==> src/logic/sesw_pkg.sv <==
// Shared constants and types for the serial EEPROM status and write-protect block.
// Assumes a single 250 MHz clock and pin levels sampled by the block's own synchroniser.
package sesw_pkg;

  // ****************************************
  // Status register layout
  // ****************************************
  localparam int STAT_W = 8;
  localparam int BIT_RDY = 0;
  localparam int BIT_WEN = 1;
  localparam int BIT_BP_LO = 2;
  localparam int BIT_BP_HI = 3;
  localparam int BIT_GEN = 7;
  localparam logic [7:0] STAT_BUSY_VIEW = 8'hFF;
  localparam logic [1:0] BP_RESET = 2'h0;
  localparam logic GEN_RESET = 1'h0;
  localparam logic WEN_RESET = 1'h0;

  // ****************************************
  // Instruction codes, upper nibble and low three bits
  // ****************************************
  localparam logic [6:0] OP_LATCH_SET = 7'h06;
  localparam logic [6:0] OP_LATCH_CLEAR = 7'h04;
  localparam logic [6:0] OP_STATUS_READ = 7'h05;
  localparam logic [6:0] OP_STATUS_WRITE = 7'h01;
  localparam logic [6:0] OP_ARRAY_WRITE = 7'h02;

  // ****************************************
  // Serial framing, last bit index of each field
  // ****************************************
  localparam logic [3:0] OP_LAST = 4'h7;
  localparam logic [3:0] ADDR_LAST = 4'hF;
  localparam logic [3:0] DATA_LAST = 4'h7;
  localparam logic [2:0] OUT_LAST = 3'h7;

  // ****************************************
  // Array protection ranges
  // ****************************************
  localparam int ADDR_W = 13;
  localparam logic [1:0] BP_NONE = 2'h0;
  localparam logic [1:0] BP_QUARTER = 2'h1;
  localparam logic [1:0] BP_HALF = 2'h2;
  localparam logic [12:0] QUARTER_BASE = 13'h1800;
  localparam logic [12:0] HALF_BASE = 13'h1000;

  // ****************************************
  // Pin synchroniser, order {wp_n, hold_n, si, sck, cs_n}
  // ****************************************
  localparam int PIN_W = 5;
  localparam logic [4:0] PIN_IDLE = 5'h19;

  // ****************************************
  // Timing
  // ****************************************
  localparam int CLK_PERIOD_NS = 4;
  localparam int WRITE_TIME_MS = 4;
  localparam int WRITE_CYCLES = WRITE_TIME_MS * 1000000 / CLK_PERIOD_NS;

  typedef enum logic [2:0] {
    SESW_OP, SESW_ADDR, SESW_DATA, SESW_RDOUT, SESW_SKIP
  } sesw_phase_e;

  typedef enum logic [2:0] {
    SESW_CMD_NONE, SESW_CMD_LATCH_SET, SESW_CMD_LATCH_CLEAR,
    SESW_CMD_STATUS_READ, SESW_CMD_STATUS_WRITE, SESW_CMD_ARRAY_WRITE
  } sesw_cmd_e;

endpackage

==> src/logic/sesw_guard_if.sv <==
// Carries protection state to the guard logic and its decisions back.
// Assumes the control side drives every input member from registers or synced pins.
`timescale 1ns/1ps
interface sesw_guard_if;
  logic [1:0] bp;
  logic gen;
  logic wen;
  logic wp_n;
  logic new_gen;
  logic [12:0] addr;
  logic hw_on;
  logic addr_locked;
  logic status_ok;
  logic array_ok;
  modport ctrl (
    output bp, gen, wen, wp_n, new_gen, addr,
    input hw_on, addr_locked, status_ok, array_ok
  );
  modport guard (
    input bp, gen, wen, wp_n, new_gen, addr,
    output hw_on, addr_locked, status_ok, array_ok
  );
endinterface

==> src/logic/sesw_top.sv <==
// Status register and write-protect logic of a serial EEPROM slave.
// Assumes an SPI master in mode 0 or 3 and a 250 MHz clk far faster than SCK.
//
// Notes on behaviour
// Falling select starts an instruction; low enables.
// Rising select ends operation or starts write.
// Select high and idle: output undriven.
// Only SPI modes 0 and 3, master clock.
// Sample input on SCK rise, shift out on fall.
// Hardware protect when pin low and enable set.
// Hold pauses, ignores clock and data, floats output.
// Master changes hold only while SCK low.
// Hold tied high means normal operation.
// Status is eight bits; locked when protected.
// Bit 0 busy flag; busy accepts status read.
// Bit 1 is latch; reset clears, command sets.
// Latch clear blocks all status and array writes.
// Bits 2-3 block guard, nonvolatile, zero delivered; the code clears them to zero on rst.
// Bits 4-6 not kept, read zero.
// Enable bit cannot drop while pin low.
// Hardware protect never guards the array.
// During internal write all status bits read one.
// Master rereads status after seeing ready.
// Master may wait 5 ms instead of polling.
// Block guard selects none, quarter, half, all.
// Guarded addresses stay read-only regardless.
// Clear latch after disable, status or array write.
// Status write keeps only guard and enable bits.
// Status write checks live protect pin level.
`timescale 1ns/1ps
module sesw_top #(
  parameter int WRITE_CYCLES = sesw_pkg::WRITE_CYCLES
) (
  // Clock and reset
  input wire logic clk,
  input wire logic rst,
  // Serial pins from the master
  input wire logic cs_n,
  input wire logic sck,
  input wire logic si,
  input wire logic hold_n,
  input wire logic wp_n,
  // Serial data out with its enable
  output logic so,
  output logic so_oe,
  // Launch of an array write toward the array sequencer
  output logic arr_wr_start,
  output logic [12:0] arr_wr_addr,
  output logic [7:0] arr_wr_data,
  // Status register as the master would read it
  output logic [7:0] status_view
);
  localparam int CNT_W = $clog2(WRITE_CYCLES + 1);
  localparam logic [CNT_W-1:0] WRITE_LOAD = CNT_W'(WRITE_CYCLES - 1);

  // ****************************************
  // Pin synchronisation and edges
  // ****************************************
  logic [4:0] pin_lvl;
  logic cs_lvl;
  logic sck_lvl;
  logic si_lvl;
  logic hold_lvl;
  logic wp_lvl;
  logic cs_prev_reg;
  logic sck_prev_reg;

  sesw_pin_sync #(
    .W(sesw_pkg::PIN_W),
    .RST_VAL(sesw_pkg::PIN_IDLE)
  ) u_sync (
    .clk(clk),
    .rst(rst),
    .d({wp_n, hold_n, si, sck, cs_n}),
    .q(pin_lvl)
  );

  assign cs_lvl = pin_lvl[0];
  assign sck_lvl = pin_lvl[1];
  assign si_lvl = pin_lvl[2];
  assign hold_lvl = pin_lvl[3];
  assign wp_lvl = pin_lvl[4];

  always_ff @(posedge clk) begin
    if (rst) begin
      cs_prev_reg <= 1'b1;
      sck_prev_reg <= 1'b0;
    end else begin
      cs_prev_reg <= cs_lvl;
      sck_prev_reg <= sck_lvl;
    end
  end

  logic run;
  logic sck_rise;
  logic sck_fall;
  logic cs_fall;
  logic cs_rise;

  // Hold tied high leaves the link running whenever select is low.
  assign run = ~cs_lvl & hold_lvl;
  // Only the clock's own edges matter, so mode 0 and mode 3 behave alike.
  assign sck_rise = run & sck_lvl & ~sck_prev_reg;
  assign sck_fall = run & ~sck_lvl & sck_prev_reg;
  assign cs_fall = ~cs_lvl & cs_prev_reg;
  assign cs_rise = cs_lvl & ~cs_prev_reg;

  // ****************************************
  // Protection state and guard
  // ****************************************
  logic wen_reg;
  logic [1:0] bp_reg;
  logic gen_reg;
  logic busy_reg;
  logic [CNT_W-1:0] wcnt_reg;
  logic pend_status_reg;
  logic [1:0] pend_bp_reg;
  logic pend_gen_reg;
  logic [7:0] stat_now;
  logic [7:0] data_reg;
  logic [15:0] addr_reg;

  sesw_guard_if g ();

  assign g.bp = bp_reg;
  assign g.gen = gen_reg;
  assign g.wen = wen_reg;
  assign g.wp_n = wp_lvl;
  assign g.new_gen = data_reg[sesw_pkg::BIT_GEN];
  assign g.addr = addr_reg[12:0];

  sesw_guard u_guard (
    .g(g.guard)
  );

  always_comb begin
    if (busy_reg) begin
      stat_now = sesw_pkg::STAT_BUSY_VIEW;
    end else begin
      stat_now = '0;
      stat_now[sesw_pkg::BIT_RDY] = 1'b0;
      stat_now[sesw_pkg::BIT_WEN] = wen_reg;
      stat_now[sesw_pkg::BIT_BP_HI:sesw_pkg::BIT_BP_LO] = bp_reg;
      stat_now[sesw_pkg::BIT_GEN] = gen_reg;
    end
  end

  // ****************************************
  // Instruction decode
  // ****************************************
  function automatic sesw_pkg::sesw_cmd_e decode_op(input logic [7:0] op, input logic busy);
    sesw_pkg::sesw_cmd_e c;
    logic [6:0] k;
    k = {op[7:4], op[2:0]};
    case (k)
      sesw_pkg::OP_LATCH_SET: c = sesw_pkg::SESW_CMD_LATCH_SET;
      sesw_pkg::OP_LATCH_CLEAR: c = sesw_pkg::SESW_CMD_LATCH_CLEAR;
      sesw_pkg::OP_STATUS_READ: c = sesw_pkg::SESW_CMD_STATUS_READ;
      sesw_pkg::OP_STATUS_WRITE: c = sesw_pkg::SESW_CMD_STATUS_WRITE;
      sesw_pkg::OP_ARRAY_WRITE: c = sesw_pkg::SESW_CMD_ARRAY_WRITE;
      default: c = sesw_pkg::SESW_CMD_NONE;
    endcase
    // While a write runs, only the status read gets through.
    if (busy && c != sesw_pkg::SESW_CMD_STATUS_READ) begin
      c = sesw_pkg::SESW_CMD_NONE;
    end
    return c;
  endfunction

  // ****************************************
  // Serial receive
  // ****************************************
  sesw_pkg::sesw_phase_e phase_reg;
  sesw_pkg::sesw_cmd_e cmd_reg;
  sesw_pkg::sesw_cmd_e cmd_next;
  logic [3:0] bit_cnt_reg;
  logic [7:0] shift_reg;
  logic [7:0] shift_next;
  logic got_byte_reg;
  logic op_end;

  assign shift_next = {shift_reg[6:0], si_lvl};
  assign cmd_next = decode_op(shift_next, busy_reg);
  assign op_end = sck_rise & (phase_reg == sesw_pkg::SESW_OP) & (bit_cnt_reg == sesw_pkg::OP_LAST);

  always_ff @(posedge clk) begin
    if (rst) begin
      phase_reg <= sesw_pkg::SESW_OP;
      cmd_reg <= sesw_pkg::SESW_CMD_NONE;
      bit_cnt_reg <= '0;
      shift_reg <= '0;
      got_byte_reg <= 1'b0;
      data_reg <= '0;
      addr_reg <= '0;
    end else if (cs_fall) begin
      // Every instruction starts afresh at the select edge.
      phase_reg <= sesw_pkg::SESW_OP;
      cmd_reg <= sesw_pkg::SESW_CMD_NONE;
      bit_cnt_reg <= '0;
      got_byte_reg <= 1'b0;
    end else if (sck_rise) begin
      case (phase_reg)
        sesw_pkg::SESW_OP: begin
          shift_reg <= shift_next;
          bit_cnt_reg <= bit_cnt_reg + 4'h1;
          if (bit_cnt_reg == sesw_pkg::OP_LAST) begin
            bit_cnt_reg <= '0;
            cmd_reg <= cmd_next;
            case (cmd_next)
              sesw_pkg::SESW_CMD_STATUS_READ: phase_reg <= sesw_pkg::SESW_RDOUT;
              sesw_pkg::SESW_CMD_STATUS_WRITE: phase_reg <= sesw_pkg::SESW_DATA;
              sesw_pkg::SESW_CMD_ARRAY_WRITE: phase_reg <= sesw_pkg::SESW_ADDR;
              default: phase_reg <= sesw_pkg::SESW_SKIP;
            endcase
          end
        end
        sesw_pkg::SESW_ADDR: begin
          addr_reg <= {addr_reg[14:0], si_lvl};
          bit_cnt_reg <= bit_cnt_reg + 4'h1;
          if (bit_cnt_reg == sesw_pkg::ADDR_LAST) begin
            bit_cnt_reg <= '0;
            phase_reg <= sesw_pkg::SESW_DATA;
          end
        end
        sesw_pkg::SESW_DATA: begin
          shift_reg <= shift_next;
          bit_cnt_reg <= bit_cnt_reg + 4'h1;
          if (bit_cnt_reg == sesw_pkg::DATA_LAST) begin
            bit_cnt_reg <= '0;
            got_byte_reg <= 1'b1;
            data_reg <= shift_next;
            // A status write carries one byte; anything after it is ignored.
            if (cmd_reg == sesw_pkg::SESW_CMD_STATUS_WRITE) begin
              phase_reg <= sesw_pkg::SESW_SKIP;
            end
          end
        end
        default: begin
          phase_reg <= phase_reg;
        end
      endcase
    end
  end

  // ****************************************
  // Write latch, status bits and self-timed write
  // ****************************************
  always_ff @(posedge clk) begin
    if (rst) begin
      wen_reg <= sesw_pkg::WEN_RESET;
      bp_reg <= sesw_pkg::BP_RESET;
      gen_reg <= sesw_pkg::GEN_RESET;
      busy_reg <= 1'b0;
      wcnt_reg <= '0;
      pend_status_reg <= 1'b0;
      pend_bp_reg <= sesw_pkg::BP_RESET;
      pend_gen_reg <= sesw_pkg::GEN_RESET;
      arr_wr_start <= 1'b0;
      arr_wr_addr <= '0;
      arr_wr_data <= '0;
    end else begin
      arr_wr_start <= 1'b0;
      if (busy_reg) begin
        if (wcnt_reg == '0) begin
          busy_reg <= 1'b0;
          wen_reg <= 1'b0;
          // Stored bits change only as the write cycle ends.
          if (pend_status_reg) begin
            bp_reg <= pend_bp_reg;
            gen_reg <= pend_gen_reg;
          end
          pend_status_reg <= 1'b0;
        end else begin
          wcnt_reg <= wcnt_reg - 1'b1;
        end
      end else if (cs_rise) begin
        case (cmd_reg)
          sesw_pkg::SESW_CMD_LATCH_SET: begin
            wen_reg <= 1'b1;
          end
          sesw_pkg::SESW_CMD_LATCH_CLEAR: begin
            wen_reg <= 1'b0;
          end
          sesw_pkg::SESW_CMD_STATUS_WRITE: begin
            if (got_byte_reg && g.status_ok) begin
              busy_reg <= 1'b1;
              wcnt_reg <= WRITE_LOAD;
              pend_status_reg <= 1'b1;
              pend_bp_reg <= data_reg[sesw_pkg::BIT_BP_HI:sesw_pkg::BIT_BP_LO];
              pend_gen_reg <= data_reg[sesw_pkg::BIT_GEN];
            end
          end
          sesw_pkg::SESW_CMD_ARRAY_WRITE: begin
            if (got_byte_reg && g.array_ok) begin
              busy_reg <= 1'b1;
              wcnt_reg <= WRITE_LOAD;
              arr_wr_start <= 1'b1;
              arr_wr_addr <= addr_reg[12:0];
              arr_wr_data <= data_reg;
            end
          end
          default: begin
            busy_reg <= 1'b0;
          end
        endcase
      end
    end
  end

  always_ff @(posedge clk) begin
    if (rst) begin
      status_view <= '0;
    end else begin
      status_view <= stat_now;
    end
  end

  // ****************************************
  // Serial data out
  // ****************************************
  logic [7:0] out_sh_reg;
  logic [2:0] out_cnt_reg;

  always_ff @(posedge clk) begin
    if (rst) begin
      so <= 1'b0;
      so_oe <= 1'b0;
      out_sh_reg <= '0;
      out_cnt_reg <= '0;
    end else begin
      // Undriven when deselected, held, or not in a read.
      so_oe <= run & (phase_reg == sesw_pkg::SESW_RDOUT);
      if (op_end && cmd_next == sesw_pkg::SESW_CMD_STATUS_READ) begin
        out_sh_reg <= stat_now;
        out_cnt_reg <= '0;
      end else if (sck_fall && phase_reg == sesw_pkg::SESW_RDOUT) begin
        so <= out_sh_reg[7];
        out_cnt_reg <= out_cnt_reg + 3'h1;
        // Each new byte takes a fresh snapshot, so polling sees ready appear.
        if (out_cnt_reg == sesw_pkg::OUT_LAST) begin
          out_sh_reg <= stat_now;
        end else begin
          out_sh_reg <= {out_sh_reg[6:0], 1'b0};
        end
      end
    end
  end
endmodule

==> src/logic/sesw_pin_sync.sv <==
// Three-stage synchroniser with agreement filter for asynchronous pins.
// Assumes the pins are stable for several clock cycles between changes.
`timescale 1ns/1ps
module sesw_pin_sync #(
  parameter int W = 5,
  parameter logic [W-1:0] RST_VAL = '0
) (
  // Clock and reset
  input wire logic clk,
  input wire logic rst,
  // Pins and filtered levels
  input wire logic [W-1:0] d,
  output logic [W-1:0] q
);
  logic [W-1:0] s1_reg;
  logic [W-1:0] s2_reg;
  logic [W-1:0] s3_reg;

  for (genvar i = 0; i < W; i++) begin : g_bit
    always_ff @(posedge clk) begin
      if (rst) begin
        s1_reg[i] <= RST_VAL[i];
        s2_reg[i] <= RST_VAL[i];
        s3_reg[i] <= RST_VAL[i];
        q[i] <= RST_VAL[i];
      end else begin
        s1_reg[i] <= d[i];
        s2_reg[i] <= s1_reg[i];
        s3_reg[i] <= s2_reg[i];
        // A change counts only once the last two stages agree.
        if (s2_reg[i] == s3_reg[i]) begin
          q[i] <= s3_reg[i];
        end
      end
    end
  end
endmodule

==> src/logic/sesw_guard.sv <==
// Write-protection decisions for status register and array writes.
// Assumes the protect pin level given is the live synchronised one.
`timescale 1ns/1ps
module sesw_guard (
  // Protection state in, decisions out
  sesw_guard_if.guard g
);
  // Hardware protection needs the pin low and the enable bit set.
  assign g.hw_on = ~g.wp_n & g.gen;

  always_comb begin
    case (g.bp)
      sesw_pkg::BP_NONE: g.addr_locked = 1'b0;
      sesw_pkg::BP_QUARTER: g.addr_locked = (g.addr >= sesw_pkg::QUARTER_BASE);
      sesw_pkg::BP_HALF: g.addr_locked = (g.addr >= sesw_pkg::HALF_BASE);
      default: g.addr_locked = 1'b1;
    endcase
  end

  // The enable bit may not drop while the pin is low, checked on the live level.
  assign g.status_ok = g.wen & ~g.hw_on & ~(g.gen & ~g.new_gen & ~g.wp_n);

  // The pin never guards the array; only the latch and the block range do.
  assign g.array_ok = g.wen & ~g.addr_locked;
endmodule

==> config.mk <==
export PLATFORM = sky130hd
export DESIGN_NAME = sesw_top
export DESIGN_NICKNAME = d
export VERILOG_FILES = /design/src/logic/sesw_pkg.sv /design/src/logic/sesw_guard_if.sv /design/src/logic/sesw_top.sv /design/src/logic/sesw_pin_sync.sv /design/src/logic/sesw_guard.sv
export SDC_FILE = /design/constraint.sdc
export NUM_CORES = 1
export LEC_CHECK = 0
export ABC_AREA = 1
export BUFFER_PORTS_ARGS = -buffer_cell sky130_fd_sc_hd__buf_2
export CORE_ASPECT_RATIO = 0.9
export CORE_MARGIN = 2
export CORE_UTILIZATION = 51
export CTS_CLUSTER_SIZE = 30
export DETAILED_ROUTE_END_ITERATION = 7
export GPL_TIMING_DRIVEN = 0
export PLACE_DENSITY = 0.79
export SLEW_MARGIN = 20
export SYNTH_ARGS = -nofsm -noshare
export SYNTH_HDL_FRONTEND = slang
export SYNTH_SLANG_ARGS = --single-unit
==> constraint.sdc <==
create_clock -name clk -period 1.7 [get_ports clk]
set_clock_uncertainty 0.1 [all_clocks]
set_input_delay 0.085 -clock clk [delete_from_list [all_inputs] [get_ports clk]]
set_output_delay 0.085 -clock clk [all_outputs]
set_load 0.01 [all_outputs]
==> implementation parameters <==
Parameter                              Value

Outcome
  Result of the run    complete, no violations

Clocking
  Number of sinks driven by the clock tree    130
  Clock Pin Slew Worst Setup and Hold Paths    roughly 0.06 ns
  Cell chosen for the clock root    clkbuf_16
  CTS tree    done
  Source-to-sink clock delay at the later pin of the worst-skew pair    0.42 ns
  Longest Clk Path Bufs    2
  H-tree levels    4
  Total CTS buffers    17

Die
  Initial cell density of the core    a little over half
  Area of the core    around 11000 um2
  Die Area    around 12000 um2
  Die Span Y    approximately 110 um
  Std-Cell Rows    36
  Count of boundary I/O pins    39
  X dimension of the die    116 um

Critical path
  Crit path launch    busy_reg$_SDFF_PP0_
  Setup crit start kind    flop
  Worst Setup Path Type    reg -> reg
  Family of cells with the greatest summed delay on the critical path    buffers and inverters
  Category of the worst setup path capture point    flop
  Crit path buf inv count    3
  Cell-by-cell listing of the critical path    buf_6 > clkinv_1 > clkbuf_2 > nor2_1 > nand2_2 > a21oi_2
  Endpoint required time on the critical path    between 1.5 and 2 ns
  Signal arrival time at the worst endpoint    between 1.5 and 2 ns
  Crit-path max cell delay    ~0.33 ns
  Highest fanout seen on the critical path    10
  Slowest stage cell, crit path    clkbuf_2
  Launch point of the worst reg-to-reg path    busy_reg$_SDFF_PP0_

GRT
  Number of antenna violations at the first check in global routing    0
  Global routing usage summed across all routing layers    23.0%
  Total gr overflow    0
  Pin count of the biggest net entering global routing    17
  Global-route wire length before repair    between 20 and 25 mm
  Number of global-route vias before repair    4762

Synthesis
  Synth area leaders    dfxtp_1, nor2_1, nand2_1
  Async set-or-reset flop fraction in the synthesized netlist    0%
  Synth top area share    between 40% and 50%
  Portion of the post-synthesis area used by sequential elements    45.0%
  Cells after synthesis    approximately 800
  Total number of yosys warnings    0
  Synthesis-stage register bit count    130
  Post-synth EDFFs    0
  Most used flip-flop cell after synthesis    dfxtp_1
  Synth unique cells    41
  Synth Area per Inst    just over 7 um2
  Post-synthesis net count    807
  Post-synthesis instance area    5790 um2
  Top cell type by total area after synthesis    dfxtp_1

STA
  Highest achievable clock rate    607 MHz
  Slew at the pin closest to its max-slew limit    0.747 ns
  Final Hold Violating Endpoints    0
  Ratio of final minimum period to clock period    between 90% and 100%
  Hold slack final    approximately 0.29 ns
  Number of failing setup endpoints in the final timing report    0
  Max Slew Vio Count    0
  Setup repair after global routing missed its margin    true
  Setup WS post-layout    between 0.05 and 0.06 ns
  Min Tclk post-route    about 1.6 ns
  Worst relative slew slack    50.2%
  Summed negative setup slack over all endpoints    0 ns

Layout
  Cell Count, Final, Fillers Out    1036
  Final-stage net count    882
  Share of final-layout standard cells stronger than drive strength 1    between 20% and 30%
  Most frequent standard cell in the layout excluding fill and tap cells    nor2_1
  Area grow syn2layout    23.0%
  Number of flip-flops in the largest register    20
  Final antenna diode count    0
  Most frequent cells in the layout    nor2_1, nand2_1, dfxtp_1

Route
  Final Routed Wirelength    between 10 and 15 mm
  Detailed-route via count    ~5400
  Remaining antenna violation count after routing    0
  Residual DRC    0
  Post-DR wirelength/cell    roughly 13 um
  Detailed router's first-iteration violation count    between 300 and 400
  Detailed-router iteration count before antenna repair    6
  Via density per instance    between 5 and 6

Power
  Relative contribution of the clock network to total power    52.0%
  Switch Pwr    about 1.4 mW
  Switching share of power    between 20% and 30%
  Power density relative to cell area    slightly above 900 nW/um2
  Total power after layout    about 6.6 mW
  Power share of the combinational group    around 1.6%
  Cell internal power dissipation    5.18 mW
  Static Leakage    approximately 3.3 nW
  Max IR drop VDD    0.000954 V
  Power share of the sequential group    between 40 and 50%

Min path
  Hold path startpoint    hold_n
  Hold/Removal Path Class    in -> reg

Job
  Max-cap viol count    0

Placement
  Worst setup slack before clock tree synthesis    -0.284 ns
  Post-detail-place hpwl    9.03 mm
  Buffers on Ports    37
  Placer's final routability congestion estimate    0.906
  Placed Instances    985
## power groups by stage
stage / Sequential [mW] / Clock [mW] / Combinational, mW
2_1_floorplan: 3.13 / 0 / 0.0608
3_3_place_gp: 3.13 / 0 / 0.0932
3_5_place_dp: 3.13 / 0 / 0.0949
4_1_cts: 3.07 / 3.49 / 0.106
5_1_grt: 3.07 / 3.65 / 0.118
6_report: 3.07 / 3.44 / 0.107
## path summary, 6_finish.rpt
check	cells past startpoint	slack (ns)	end
worst max-delay path	6	0.05	wcnt_reg[11]$_SDFFE_PP0P_
worst min-delay path	3	0.29	u_sync.s1_reg[3]$_SDFF_PP1_
worst max register to register	6	0.05	wcnt_reg[11]$_SDFFE_PP0P_
worst min register to register	2	0.31	u_sync.s2_reg[1]$_SDFF_PP0_
## cells in the mapped netlist (2+ instances only)
cell	number
nor2_4	2
nand4_1	9
nand3b_1	2
nor2_2	6
nand2_2	5
buf_2	7
nand2_1	144
xnor2_1	3
o21ai_0	73
a21oi_1	54
inv_2	10
nand3_1	52
inv_1	54
o21ai_1	5
clkbuf_1	11
or2_2	13
nor2_8	2
buf_6	5
nor3_1	7
dfxtp_1	130
nor2_1	156
buf_4	5
xor2_1	2
a21oi_2	12
ha_1	4
clkinv_1	3
nand3_2	6
## worst register-to-register path: cells and delay by family (launching register included)
kind,cells,cell delay (ns)
buffers and inverters,3,0.76
AO/OA/AOI/OAI,1,0.10
AND/OR/NAND/NOR,2,0.29
flip-flops,1,0.32
## cell type report
type	count	area [um2]
multi-input cells	566	2910
well taps	152	190
fillers	921	3820
flip-flops and latches	130	2610
repair buffers	58	370
plain buffers	31	224
inverters	67	254
clock buffers	20	457
clock inverters	12	108
## per-layer routing
metal,global-route usage (%),vias to the layer above,routed length [um]
met2,33.8,179,6030
met5,0,-,0
met4,8.76,0,221
li1,-,2724,-
met3,6.26,22,885
met1,32.1,2455,6530
## logic make-up (layout without fill, tap and decap cells)
logic type / after synthesis / after routing / share of synthesized area, %
buf+inv: 100 / 188 / 8.19
simple gates: 409 / 409 / 31.5
fa+ha+maj: 4 / 4 / 0.865
compound gates: 148 / 148 / 13.8
xor+xnor: 5 / 5 / 0.757
flops: 130 / 130 / 45.0
## repair_timing
item / in CTS / in global routing
buffers inserted: 3 / 12
hold endpoints to repair: 13 / 0
hold buffers: 6 / 0
cloned: 0 / 0
endpoints found under the setup margin: 46 / 74
pin swaps: 3 / 12
resized for setup: 13 / 51
## metrics by stage
stage / area, um2 / util (%)
CTS: 6860 / 62.7
detailed placement: 6160 / 56.3
global route: 7120 / 65.1
global placement: 6160 / 56.3
floorplan: 5790 / -
finish: 7120 / 65.1
Note: power is estimated with default switching activity, not from simulation.
